==> config.mk <==
export PLATFORM = sky130hd
export DESIGN_NAME = conversion_result_formatter
export DESIGN_NICKNAME = d
export VERILOG_FILES = /design/src/result_format_pkg.sv /design/src/conversion_result_formatter.sv /design/src/result_fifo.sv
export SDC_FILE = /design/constraint.sdc
export NUM_CORES = 1
export LEC_CHECK = 0
export BUFFER_PORTS_ARGS = -buffer_cell sky130_fd_sc_hd__buf_2
export CAP_MARGIN = 25
export CORE_ASPECT_RATIO = 1.75
export CORE_MARGIN = 5
export CORE_UTILIZATION = 56
export CTS_CLUSTER_DIAMETER = 150
export DETAILED_ROUTE_END_ITERATION = 10
export GPL_TIMING_DRIVEN = 0
export PLACE_DENSITY = 0.76
export SLEW_MARGIN = 20
export SYNTH_ARGS = -nofsm -noshare
export SYNTH_HDL_FRONTEND = slang
export SYNTH_SLANG_ARGS = --single-unit
==> constraint.sdc <==
create_clock -name i_clk -period 4.4 [get_ports i_clk]
set_input_delay 0.44 -clock i_clk [delete_from_list [all_inputs] [get_ports i_clk]]
set_output_delay 0.44 -clock i_clk [all_outputs]
set_load 0.01 [all_outputs]
==> src/result_format_pkg.sv <==
// Constants for the conversion result formatter
// Operation
// - A two-bit format field picks one 24-bit layout or three 32-bit layouts.
// - Full-scale input times gain maps to 8,388,608 LSB codes.
// - Upper format bit zero: 24-bit signed two's complement, MSB first, no overrange.
// - 24-bit layouts clamp at 0x7FFFFF above and 0x800000 below full scale.
// - Format 00: result register is exactly 24 bits, only the signed value.
// - Format 01: 32-bit word, 24-bit code left justified, last byte zero.
// - Upper format bit one: 25-bit signed value in a 32-bit word, double range.
// - 25-bit layouts clamp at +16777215 above and 0x1000000 below.
// - Inside normal range, lower 24 bits agree between 24-bit and 25-bit layouts.
// - Format 10: 25-bit value right justified, upper bits copy the sign bit.
// - Format 11: as 10, but the top nibble holds the channel tag.
// - Manual input select mode forces the channel tag to 0000.
// - Result register sits at address 0x0, 24 bits long by default.
package result_format_pkg;

	// Result register placement and size
	localparam logic [7:0]  RESULT_REG_ADDR   = 8'h00;
	localparam int          RESULT_LEN_SHORT  = 24;
	localparam int          RESULT_LEN_LONG   = 32;

	// Scaling and clamp codes
	localparam int          FULL_SCALE_LSB    = 8388608;
	localparam logic [23:0] SAT24_POS         = 24'h7F_FFFF;
	localparam logic [23:0] SAT24_NEG         = 24'h80_0000;
	localparam logic [24:0] SAT25_POS         = 25'h0FF_FFFF;
	localparam logic [24:0] SAT25_NEG         = 25'h100_0000;

	// Format field codes
	localparam logic [1:0]  FMT_PLAIN24       = 2'h0;
	localparam logic [1:0]  FMT_LEFT32        = 2'h1;
	localparam logic [1:0]  FMT_RIGHT25       = 2'h2;
	localparam logic [1:0]  FMT_TAGGED25      = 2'h3;
	localparam logic [3:0]  TAG_MANUAL        = 4'h0;

	// Values after reset
	localparam logic [31:0] WORD_RESET        = 32'h0000_0000;
	localparam logic [24:0] VALUE_RESET       = 25'h000_0000;
	localparam logic [3:0]  TAG_RESET         = 4'h0;

	// Buffer depth
	localparam int          FIFO_DEPTH_WORDS  = 4;

endpackage : result_format_pkg
==> src/conversion_result_formatter.sv <==
// Conversion result formatter: clamp, layout selection, buffering, result register
module conversion_result_formatter
	import result_format_pkg::*;
#(
	parameter int RAW_W = 28,
	parameter int DEPTH = FIFO_DEPTH_WORDS
) (
	// Clock and reset
	input  wire logic             i_clk,
	input  wire logic             i_reset_n,
	// Settings from the third settings register
	input  wire logic [1:0]       i_format,
	input  wire logic             i_manual_input_select_mode,
	input  wire logic [3:0]       i_channel_tag,
	// Raw filter result
	input  wire logic             i_raw_valid,
	input  wire logic [RAW_W-1:0] i_raw_result,
	output logic                  o_raw_ready,
	// Formatted result stream
	output logic                  o_stream_valid,
	output logic [31:0]           o_stream_word,
	output logic                  o_stream_len32,
	input  wire logic             i_stream_ready,
	// Conversion result register view
	output logic [31:0]           o_result_register,
	output logic                  o_result_len32,
	output logic                  o_result_present
);
	localparam logic signed [RAW_W-1:0] HI24 = RAW_W'($signed({1'b0, SAT24_POS}));
	localparam logic signed [RAW_W-1:0] LO24 = RAW_W'($signed(SAT24_NEG));
	localparam logic signed [RAW_W-1:0] HI25 = RAW_W'($signed({1'b0, SAT25_POS}));
	localparam logic signed [RAW_W-1:0] LO25 = RAW_W'($signed(SAT25_NEG));

	logic signed [RAW_W-1:0] raw_s;
	logic [24:0]             sat25;
	logic [3:0]              tag_eff;
	logic [31:0]             push_word;
	logic                    push_len32;
	logic                    accept;
	logic [24:0]             value_q;
	logic [3:0]              tag_q;
	logic                    fifo_in_ready;
	logic                    fifo_out_valid;
	logic [32:0]             fifo_out_data;

	// Lay out one clamped 25-bit value in the selected format
	function automatic logic [31:0] format_word(
		input logic [24:0] v,
		input logic [1:0]  f,
		input logic [3:0]  t
	);
		logic [23:0] c24;
		logic [31:0] w;
		c24 = v[23:0];
		w   = WORD_RESET;
		if (v[24] != v[23]) begin
			c24 = v[24] ? SAT24_NEG : SAT24_POS;
		end
		case (f)
			FMT_PLAIN24:  w = {8'h00, c24};
			FMT_LEFT32:   w = {c24, 8'h00};
			FMT_RIGHT25:  w = {{7{v[24]}}, v};
			FMT_TAGGED25: w = {t, {3{v[24]}}, v};
			default:      w = WORD_RESET;
		endcase
		return w;
	endfunction : format_word

	// Extended clamp; raw codes carry 2^23 LSB per full scale
	assign raw_s = $signed(i_raw_result);
	always_comb begin
		if (raw_s > HI25) begin
			sat25 = SAT25_POS;
		end else if (raw_s < LO25) begin
			sat25 = SAT25_NEG;
		end else begin
			sat25 = i_raw_result[24:0];
		end
	end

	assign tag_eff    = i_manual_input_select_mode ? TAG_MANUAL : i_channel_tag;
	assign push_word  = format_word(sat25, i_format, tag_eff);
	assign push_len32 = (i_format != FMT_PLAIN24);
	assign accept     = i_raw_valid && fifo_in_ready;

	// Stream buffer, word plus length flag
	result_fifo #(
		.WIDTH (33),
		.DEPTH (DEPTH)
	) u_fifo (
		.i_clk       (i_clk),
		.i_reset_n   (i_reset_n),
		.i_in_valid  (i_raw_valid),
		.i_in_data   ({push_len32, push_word}),
		.o_in_ready  (fifo_in_ready),
		.o_out_valid (fifo_out_valid),
		.o_out_data  (fifo_out_data),
		.i_out_ready (i_stream_ready)
	);

	assign o_raw_ready    = fifo_in_ready;
	assign o_stream_valid = fifo_out_valid;
	assign o_stream_word  = fifo_out_data[31:0];
	assign o_stream_len32 = fifo_out_data[32];

	// Latest conversion kept until the next one
	always_ff @(posedge i_clk or negedge i_reset_n) begin
		if (!i_reset_n) begin
			value_q          <= VALUE_RESET;
			tag_q            <= TAG_RESET;
			o_result_present <= 1'b0;
		end else if (accept) begin
			value_q          <= sat25;
			tag_q            <= tag_eff;
			o_result_present <= 1'b1;
		end
	end

	// Register view follows the current format
	always_ff @(posedge i_clk or negedge i_reset_n) begin
		if (!i_reset_n) begin
			o_result_register <= WORD_RESET;
			o_result_len32    <= 1'b0;
		end else begin
			o_result_register <= format_word(value_q, i_format, tag_q);
			o_result_len32    <= (i_format != FMT_PLAIN24);
		end
	end
endmodule : conversion_result_formatter

==> src/result_fifo.sv <==
// Small FIFO with registered read data and registered ready
module result_fifo #(
	parameter int WIDTH = 33,
	parameter int DEPTH = 4
) (
	// Clock and reset
	input  wire logic             i_clk,
	input  wire logic             i_reset_n,
	// Fill side
	input  wire logic             i_in_valid,
	input  wire logic [WIDTH-1:0] i_in_data,
	output logic                  o_in_ready,
	// Drain side
	output logic                  o_out_valid,
	output logic [WIDTH-1:0]      o_out_data,
	input  wire logic             i_out_ready
);
	localparam int AW = (DEPTH > 1) ? $clog2(DEPTH) : 1;
	localparam int CW = $clog2(DEPTH + 1);

	logic [WIDTH-1:0] mem_q [DEPTH];
	logic [AW-1:0]    wr_ptr_q;
	logic [AW-1:0]    rd_ptr_q;
	logic [CW-1:0]    cnt_q;
	logic [CW-1:0]    cnt_d;
	logic             push;
	logic             pop;

	assign push = i_in_valid && o_in_ready;
	assign pop  = (cnt_q != '0) && (!o_out_valid || i_out_ready);

	always_comb begin
		cnt_d = cnt_q;
		if (push && !pop) begin
			cnt_d = cnt_q + CW'(1);
		end else if (pop && !push) begin
			cnt_d = cnt_q - CW'(1);
		end
	end

	// Storage
	always_ff @(posedge i_clk) begin
		if (push) begin
			mem_q[wr_ptr_q] <= i_in_data;
		end
	end

	// Pointers and fill level
	always_ff @(posedge i_clk or negedge i_reset_n) begin
		if (!i_reset_n) begin
			wr_ptr_q   <= '0;
			rd_ptr_q   <= '0;
			cnt_q      <= '0;
			o_in_ready <= 1'b0;
		end else begin
			if (push) begin
				wr_ptr_q <= (wr_ptr_q == AW'(DEPTH - 1)) ? '0 : wr_ptr_q + AW'(1);
			end
			if (pop) begin
				rd_ptr_q <= (rd_ptr_q == AW'(DEPTH - 1)) ? '0 : rd_ptr_q + AW'(1);
			end
			cnt_q      <= cnt_d;
			o_in_ready <= (cnt_d != CW'(DEPTH));
		end
	end

	// Registered read stage
	always_ff @(posedge i_clk or negedge i_reset_n) begin
		if (!i_reset_n) begin
			o_out_valid <= 1'b0;
			o_out_data  <= '0;
		end else if (pop) begin
			o_out_valid <= 1'b1;
			o_out_data  <= mem_q[rd_ptr_q];
		end else if (i_out_ready) begin
			o_out_valid <= 1'b0;
		end
	end

endmodule : result_fifo

Yosys cells after proc, flatten, opt, wreduce, memory -nomap -nowiden
Memories as Yosys holds them, arrays and structs flattened. A register that Yosys moved wholly into a read port is not among the register bits.
Cells that the tools add are included.
{"block": "op_classes", "n_addsub": 4, "magnitude_cmp": 2, "n_eq_ne": 8, "n_mux": 17, "n_reduce_logical": 13}
{"op": "32-bit one-hot mux with 4 select lines", "n": 2}
{"op": "24-bit 2-to-1 mux", "n": 4}
{"op": "25-bit 2-to-1 mux", "n": 2}
{"op": "28-bit by 25-bit greater-than comparator with 1-bit output, second input constant", "n": 1}
{"op": "28-bit by 25-bit less-than comparator with 1-bit output, second input constant", "n": 1}
{"op": "2-bit == test, second input constant", "n": 4}
{"op": "3-bit 2-to-1 mux", "n": 2}
{"op": "2-bit by 1-bit adder with 2-bit output, second input constant", "n": 2}
{"op": "1-bit logical AND", "n": 4}
{"op": "1-bit zero test", "n": 4}
{"op": "1-bit 2-to-1 mux", "n": 4}
{"op": "2-bit 2-to-1 mux", "n": 2}
{"op": "4-bit 2-to-1 mux", "n": 1}
{"op": "2-bit nonzero test", "n": 2}
{"op": "3-bit by 1-bit adder with 3-bit output, second input constant", "n": 1}
{"op": "3-bit inequality test, second input constant", "n": 1}
{"op": "3-bit nonzero test", "n": 1}
{"op": "3-bit by 1-bit subtractor with 3-bit output, second input constant", "n": 1}
{"op": "2-bit by 1-bit == test with 1-bit output, second input constant", "n": 1}
{"op": "2-bit zero test", "n": 1}
{"op": "1-bit inequality test", "n": 2}
{"op": "1-bit logical OR", "n": 1}
{"block": "word_totals", "regBits": 72, "ramBits": 132, "in_bits": 39, "output_inout_bits": 69, "elab_cells": 55, "mem_count": 1}
{"memory": "u_fifo.mem_q", "depth": 4, "width": 33, "read_ports": 1, "rd_clocked_by_memory_dff": 1, "write_ports": 1, "line_no": "result_fifo.sv:21", "text": "logic [WIDTH-1:0] mem_q [DEPTH];"}

Longest topological paths before layout
Gate-level depths: netlist of run 1.
{"block": "logic_depth", "word_depth": 7, "ltp_mapped": 8, "depth_no_buf": 7}

Modules after synthesis
From an unflattened synthesis of run 1, not the netlist that was laid out.
{"block": "unflattened", "cells_unflattened": 801, "area_unflattened_um2": 10775.3}
{"module": "result_fifo", "n_inst": 1, "cells_per_inst": 299, "area_each_um2": 6720.2, "seq_area_each_um2": 5014.8}
{"module": "conversion_result_formatter", "n_inst": 1, "cells_per_inst": 502, "area_each_um2": 4055.1, "seq_area_each_um2": 1576.5}

Worst setup path after synthesis of run 1
No wires, ideal clock.
{"block": "synth_path", "path_kind": "input-to-reg", "start": "input i_raw_result[23]", "end": "memory u_fifo.mem_q[0][21], data pin", "setup_time_ps": 263, "t_arrival_ps": 1625, "t_required_ps": 4137, "slack_ps": 2512, "path_stages": 7, "cell_sequence": "buf_6 > or3_4 > buf_6 > o21a_1 > a211oi_2 > a211oi_1 > a21o_1"}
{"block": "synth_between", "elab_chain_len": 6}
{"item": "from (decl)", "line_no": "conversion_result_formatter.sv:17", "text": "input wire logic [RAW_W-1:0] i_raw_result,"}
{"item": "28-bit by 25-bit less-than comparator with 1-bit output", "line_no": "conversion_result_formatter.sv:74", "text": "end else if (raw_s < LO25) begin"}
{"item": "25-bit 2-to-1 mux", "line_no": "conversion_result_formatter.sv:74"}
{"item": "25-bit 2-to-1 mux *", "line_no": "conversion_result_formatter.sv:72", "text": "if (raw_s > HI25) begin"}
{"item": "24-bit 2-to-1 mux or 1-bit inequality test (tied branches)", "line_no": "conversion_result_formatter.sv:57, conversion_result_formatter.sv:56"}
{"item": "24-bit 2-to-1 mux", "line_no": "conversion_result_formatter.sv:56", "text": "if (v[24] != v[23]) begin"}
{"item": "32-bit one-hot mux with 4 select lines *", "line_no": "conversion_result_formatter.sv:59", "text": "case (f)"}
{"item": "net push_word[21]", "line_no": "conversion_result_formatter.sv:37", "text": "logic [31:0] push_word;"}
{"item": "to (decl)", "line_no": "result_fifo.sv:21"}
Mark *: on every way through the listed nets, which the timed path passes. The rest lies on a longest branch.

Worst setup path after layout of run 1
{"block": "layout_path", "start": "input i_raw_result[24]", "end": "memory u_fifo.mem_q[3][16], data pin"}
The elaborated chain is that of the path after synthesis.

==> summary.md, run 1 <==
| Metric | Value |
|---|---|
| Actual transition at the worst max-transition pin | `1.07 ns` |
| Die height | `189 um` |
| Total routing usage reported by global routing | `0.240` |
| Antenna diodes | `0` |
| Relative slew slack | `0.283` |
| Xor and xnor fraction of the mapped netlist area | `0.00342` |
| Crit Path Category | `in -> reg` |
| Fin nets | `1007` |
| Placed instance count | `1168` |
| Later-pin clock latency in the skew report | `0.49 ns` |
| Peak supply drop | `0.376 mV` |
| Total area of multi-input combinational cells | `0.00324 mm2` |
| Beginning of the worst register-to-register path | `value_q[24]` |
| Capturing point of the worst reg2reg path | `o_result_register[0]` |
| Root buffer cell | `clkbuf_16` |
| Sequential share of power | `0.454` |
| DRT antenna net count | `0` |
| Fraction of layout cells with a size suffix above 1 | `0.223` |
| Placer's final routability congestion estimate | `0.945` |
| Clk buf depth | `3` |
| Number of instances in the synthesized netlist | `824` |
| Number of DRC markers in iteration 0 | `408` |
| HPWL after detailed placement | `18600 um` |
| Fraction of power spent switching nets | `0.322` |
| Data arrival time of the critical path | `2.51 ns` |
| Number of gates given a new drive strength after cts | `0` |
| Post-synthesis register bit count | `237` |
| Sink Count | `237` |
| Maximum Capacitance Violations | `0` |
| Share of synthesized flip-flops with an asynchronous set or reset | `0.443` |
| Mux share of post-synthesis cell area | `0.0769` |
| Area fraction in and, or, nand and nor cells after synthesis | `0.112` |
| Starting density of the core | `0.567` |
| Status | `complete, no violations` |
| Number of setup buffers added after CTS | `0` |
| Vias after detailed routing | `7078` |
| Post-route clock skew | `0.0140 ns` |
| Register area share after synthesis | `0.644` |
| Core area | `0.0181 mm2` |
| Switching power summed over all nets | `2270 uW` |
| Hold depth | `3` |
| Netlist area before placement | `0.0102 mm2` |
| Routed Wire Length | `25700 um` |
| Reg2Reg Depth | `5` |
| Min Clock Period, post-route | `2.37 ns` |
| Share of the clock period used by the worst path after layout | `0.538` |
| Startpoint of the lowest-slack hold path | `i_stream_ready` |
| Net Count, Synth | `873` |
| Prevailing post-synth register cell | `edfxtp_1` |
| Storage element area | `0.00659 mm2` |
| CTS tree | `done` |
| Internal portion of total power | `4790 uW` |
| Type of the most critical hold path | `in -> reg` |
| Number of antenna violations at the first check in global routing | `0` |
| Number of primary I/O pins | `108` |
| Row count | `65` |
| Count of distinct cell types in the synthesized netlist | `53` |
| Clock share of power | `0.242` |
| Nature of the critical path startpoint | `input port` |
| CTS H-tree depth | `1` |
| Maximum number of pins on one net before global-route repair | `60` |
| RSZ-0062 raised after global routing | `no` |
| Synthesized-area fraction occupied by adder cells | `0.0142` |
| Power density cells | `598 mW/mm2` |
| Post-synthesis compound-gate area fraction | `0.110` |
| Final Instance Count excl. Fillers | `1207` |
| Detailed-router iteration count before antenna repair | `5` |
| Number of global-route vias before repair | `7064` |
| Final hold violation count | `0` |
| # setup viols final | `0` |
| Synth Area per Inst | `12.4 um2` |
| CTS clk-pin slew, worst paths | `0.06 ns` |
| DP Worst Slack | `1.58 ns` |
| Average wire per cell in the routed design | `21.3 um` |
| Port Buf Inserts | `105` |
| Commonest cells after routing, fill and taps aside | `198 x nand2_1, 132 x edfxtp_1, 115 x buf_2, 105 x dfrtp_1, 69 x a21oi_1` |
| Global-route wire length before repair | `39500 um` |
| Critical path endpoint category | `flip-flop` |
| Leakage power | `0.00486 uW` |
| Area Overhead vs Synth | `15.4%` |
| Hold Path Sink | `u_fifo.o_out_valid` |
| Worst-case setup margin in the final layout | `2.03 ns` |
| Fill cells | `1383` |
| Setup total negative slack | `0 ns` |
| Comb pwr share | `0.305` |
| Data required, critical path | `4.54 ns` |
| Vias per Instance | `5.86` |
| Die extent in x | `112 um` |
| Flop-to-flop setup slack | `2.11 ns` |
| Number of synthesized flops with an enable pin | `132` |
| Most common cell after layout, fill and taps aside | `nand2_1` |
| Dominant combinational cell family by area after synthesis | `simple AND/OR/NAND/NOR gates` |
| Final hold slack | `0.257 ns` |
| Total Die Area | `0.0212 mm2` |
| Max-slew violation count | `0` |
| Fmax achieved | `422 MHz` |
| Maximum fanout along the worst path | `10` |
| Residual DRC | `0` |
| Total CTS buffers | `21` |
| Leftover overflow at the end of global routing | `0` |
| Warning count from the yosys run | `0` |
final cells by class:
type	count	area share
repair buffers	111	0.0550
flip-flops and latches	237	0.558
clock inverters	9	0.00636
plain buffers	57	0.0306
clock buffers	29	0.0470
multi-input cells	518	0.274
inverters	12	0.00381
well taps	234	0.0248
state kept, by name (all words and copies together), names as in the netlist:
signal	count
u_fifo.mem_q	132
u_fifo.o_out_data	33
o_result_register	32
value_q	25
tag_q	4
u_fifo.cnt_q	3
u_fifo.rd_ptr_q	2
u_fifo.wr_ptr_q	2
o_result_len32	1
o_result_present	1
u_fifo.o_in_ready	1
u_fifo.o_out_valid	1
cells in the mapped netlist, types with 4 or more instances:
library cell  instances  share of area
clkbuf_8              8          0.011
o31ai_1               6         0.0044
buf_2                11         0.0054
nand2_1             198          0.073
buf_1                 5         0.0018
or3_1                 6         0.0037
buf_6                 6         0.0066
o21ai_1               4         0.0020
a21oi_1              69          0.034
and3_1                5         0.0031
nand2b_1              5         0.0031
nor2_1               42          0.015
o22ai_1               5         0.0031
clkbuf_1             26         0.0095
nand3_1               4         0.0020
o21ai_0              60          0.029
ha_1                 10          0.012
mux4_2               33          0.073
edfxtp_1            132           0.39
a21o_1                7         0.0051
dfrtp_1             105           0.26
a221oi_1             12          0.010
a31o_2                8         0.0068
and2_1                4         0.0024
inv_1                12         0.0044
kinds of logic after synthesis:
kind of cell,after synthesis
xor gates and xnor gates,4
and+or+nand+nor,276
DFF,237
muxes,37
buffers and inverters,69
AOI/OAI and AO/OA,189
adders and majority gates,12
how the worst max path moves through the flow:
stage,slack [ns],to,startpoint,cells past startpoint
after detailed placement,1.58,u_fifo.mem_q[1][16],i_raw_result[24],6
after global routing,1.91,o_result_register[0],value_q[24],5
final,2.03,u_fifo.mem_q[3][16],i_raw_result[24],6
after global placement,1.58,u_fifo.mem_q[0][16],i_raw_result[24],6
after floorplan,2.51,u_fifo.mem_q[0][21],i_raw_result[23],7
after CTS,2.09,u_fifo.mem_q[3][16],i_raw_result[24],6
repair_timing:
item                                   4_1_cts  5_1_grt
endpoints found under the hold margin       58        0
setup endpoints to repair                    0        0
hold buffers                                 1        0
critical path, cell delays in order:
cell and delay, ns:
buf_2 0.14, or2_1 0.24, buf_2 0.19, buf_2 0.21, o31ai_1 0.87, a221oi_1 0.42
power by group through the flow:
stage | Clock (uW) | Combinational, uW | Sequential [uW]
floorplan | 0 | 1270 | 3310
global placement | 0 | 2080 | 3230
detailed placement | 0 | 2160 | 3250
CTS | 1740 | 2180 | 3210
global route | 1830 | 2370 | 3250
finish | 1710 | 2150 | 3210
layer usage:
layer	global-route usage	vias up	wire [um]	part of all wire
met3	0.0308	89	1350	0.053
met1	0.273	3434	9020	0.35
met5	0	-	0	0
met2	0.439	322	13900	0.54
li1	-	3233	-	-
met4	0.120	0	1520	0.059
stage by stage:
| step | utilization | power, uW | instance area, um2 |
|---|---|---|---|
| after global placement | 0.612 | 5310 | 11100 |
| after floorplan | - | 4590 | 10200 |
| final | 0.654 | 7070 | 11800 |
| after CTS | 0.654 | 7130 | 11800 |
| after detailed placement | 0.619 | 5410 | 11200 |
| after global routing | 0.654 | 7460 | 11800 |
Note: power is estimated with default switching activity, not from simulation.
==> inputs of run 2 (changes only) <==
==> constraint.sdc (replaced) <==
create_clock -name i_clk -period 2.45 [get_ports i_clk]
set_input_delay 0.245 -clock i_clk [delete_from_list [all_inputs] [get_ports i_clk]]
set_output_delay 0.245 -clock i_clk [all_outputs]
set_load 0.01 [all_outputs]
==> summary.md, run 2 (synthesis results as in run 1) <==
| Metric | Value |
|---|---|
| Flop-to-flop setup slack | `0.16 ns (-1.95 ns)` |
| Data required, critical path | `2.84 ns (-1.70 ns)` |
| Maximum number of pins on one net before global-route repair | `60 (unchanged)` |
| Number of primary I/O pins | `108 (unchanged)` |
| Vias after detailed routing | `7058 (-0.28%)` |
| Routed Wire Length | `25600 um (-0.54%)` |
| CTS tree | `done` |
| Capturing point of the worst reg2reg path | `o_result_register[30]` |
| Total routing usage reported by global routing | `0.240 (unchanged)` |
| Registers with the most flip-flops | `u_fifo.mem_q: 132 flops, u_fifo.o_out_data: 33 flops, o_result_register: 32 flops` |
| Total CTS buffers | `21 (unchanged)` |
| Die height | `189 um (unchanged)` |
| Max-slew violation count | `0 (unchanged)` |
| CTS clk-pin slew, worst paths | `0.07 ns (about the same)` |
| RSZ-0062 raised after global routing | `no` |
| Fraction of layout cells with a size suffix above 1 | `0.224 (+0.00103)` |
| Fmax achieved | `436 MHz` |
| Row count | `65 (unchanged)` |
| Commonest cells after routing, fill and taps aside | `198 x nand2_1, 132 x edfxtp_1, 115 x buf_2, 105 x dfrtp_1, 69 x a21oi_1` |
| Crit Path Category | `reg -> reg` |
| CTS H-tree depth | `1 (unchanged)` |
| Top register by number of flip-flops | `u_fifo.mem_q` |
| Fin nets | `1007 (unchanged)` |
| # setup viols final | `0 (unchanged)` |
| Vias per Instance | `5.85 (-0.28%)` |
| Residual DRC | `0 (unchanged)` |
| Power density cells | `1070 mW/mm2 (+79%)` |
| Worst setup path startpoint | `value_q[24]` |
| Number of setup buffers added after CTS | `0 (unchanged)` |
| Number of DRC markers in iteration 0 | `402 (-1.5%)` |
| Core area | `0.0181 mm2 (unchanged)` |
| Peak supply drop | `0.675 mV (+80%)` |
| Placer's final routability congestion estimate | `0.945 (unchanged)` |
| Max FFs per register | `132 (unchanged)` |
| Share of the clock period used by the worst path after layout | `0.936` |
| Final Instance Count excl. Fillers | `1207 (unchanged)` |
| Global-route wire length before repair | `39500 um (unchanged)` |
| Sink Count | `237 (unchanged)` |
| Post-route clock skew | `0.0122 ns (-0.00173 ns)` |
| Leftover overflow at the end of global routing | `0 (unchanged)` |
| Placed instance count | `1168 (unchanged)` |
| Later-pin clock latency in the skew report | `0.50 ns (about the same)` |
| Reg2Reg Depth | `6 (+1)` |
| Clk buf depth | `3 (unchanged)` |
| DRT antenna net count | `0 (unchanged)` |
| Final hold violation count | `0 (unchanged)` |
| Startpoint of the lowest-slack hold path | `i_stream_ready` |
| HPWL after detailed placement | `18600 um (unchanged)` |
| Fill cells | `1384 (+0.072%)` |
| Min Clock Period, post-route | `2.29 ns` |
| Maximum fanout along the worst path | `10 (unchanged)` |
| Status | `complete, no violations` |
| Hold Path Sink | `u_fifo.o_out_valid` |
| Average wire per cell in the routed design | `21.2 um (-0.54%)` |
| Critical path endpoint category | `flip-flop` |
| Type of the most critical hold path | `in -> reg` |
| Hold depth | `3 (unchanged)` |
| Detailed-router iteration count before antenna repair | `6 (+1)` |
| Number of global-route vias before repair | `7064 (unchanged)` |
| Die extent in x | `112 um (unchanged)` |
| Number of antenna violations at the first check in global routing | `0 (unchanged)` |
| Root buffer cell | `clkbuf_16` |
| Area Overhead vs Synth | `15.5% (about the same)` |
| Leakage power | `0.00486 uW (about the same)` |
| Maximum Capacitance Violations | `0 (unchanged)` |
| Antenna diodes | `0 (unchanged)` |
| Beginning of the worst register-to-register path | `value_q[24]` |
| Total Die Area | `0.0212 mm2 (unchanged)` |
| Starting density of the core | `0.567 (unchanged)` |
| Data arrival time of the critical path | `2.68 ns (+0.17 ns)` |
| Actual transition at the worst max-transition pin | `1.06 ns (-0.00534 ns)` |
| Relative slew slack | `0.287 (+0.00359)` |
| Nature of the critical path startpoint | `flip-flop` |
| Port Buf Inserts | `105 (unchanged)` |
| Setup total negative slack | `0 ns (unchanged)` |
| Most common cell after layout, fill and taps aside | `nand2_1` |
-- run 2: cell count changes in the layout (fill, tap and decap cells not counted) --
cell,change
nor3_1,-1
nor3_2,+1
-- run 2: layer usage --
| layer | part of all wire | global-route usage |
|---|---|---|
| met1 | 0.34 | 0.273 |
| met2 | 0.54 | 0.439 |
| met3 | 0.058 | 0.0308 |
| met4 | 0.061 | 0.120 |
| met5 | 0 | 0 |
-- run 2: worst max-delay path, stage by stage, from the launching register on --
cell	delay, ns
dfrtp_1	0.54
ha_1	0.31
clkbuf_1	0.26
nor2_1	0.34
clkbuf_1	0.39
a21oi_1	0.11
o22ai_1	0.22
-- run 2: through the flow --
step | hold WS [ns] | setup WS, ns | power [uW] | area [um2] | utilization
2_1_floorplan | -0.0506 | 0.587 | 8240 | 10200 | -
3_3_place_gp | 0.446 | -0.180 | 9540 | 11100 | 0.612
3_5_place_dp | 0.261 | -0.172 | 9710 | 11200 | 0.619
4_1_cts | 0.0468 | 0.206 | 12800 | 11800 | 0.654
5_1_grt | 0.0645 | 0.0562 | 13400 | 11800 | 0.654
6_report | 0.0593 | 0.157 | 12700 | 11800 | 0.654
-- run 2: final cells by class --
cell class	instances	area (um2)	area share
well taps	234	293	0.0248
clock buffers	29	556	0.0470
plain buffers	57	362	0.0306
flip-flops and latches	237	6590	0.558
repair buffers	111	649	0.0550
multi-input cells	518	3240	0.275
inverters	12	45.0	0.00381
clock inverters	9	75.1	0.00635
-- run 2: worst max-delay path by stage --
stage                                  endpoint  slack, ns
after floorplan              u_fifo.mem_q[2][0]       0.59
after global placement      u_fifo.mem_q[0][16]      -0.18
after detailed placement    u_fifo.mem_q[1][16]      -0.17
after CTS                  o_result_register[0]       0.21
after global routing      o_result_register[30]       0.06
final                     o_result_register[30]       0.16
-- run 2: report_power, final --
part	leakage, uW	internal (uW)	switching (uW)	total [uW]
Sequential	0.00249	5320	441	5760
Clock	0.000301	1700	1370	3070
Combinational	0.00207	1590	2270	3860
Total	0.00486	8610	4080	12700
-- run 2: timing repair --
item | CTS | global route
hold buffers | 1 | 0
resized for setup | 0 | 1
endpoints found under the hold margin | 58 | 0
endpoints found under the setup margin | 0 | 1
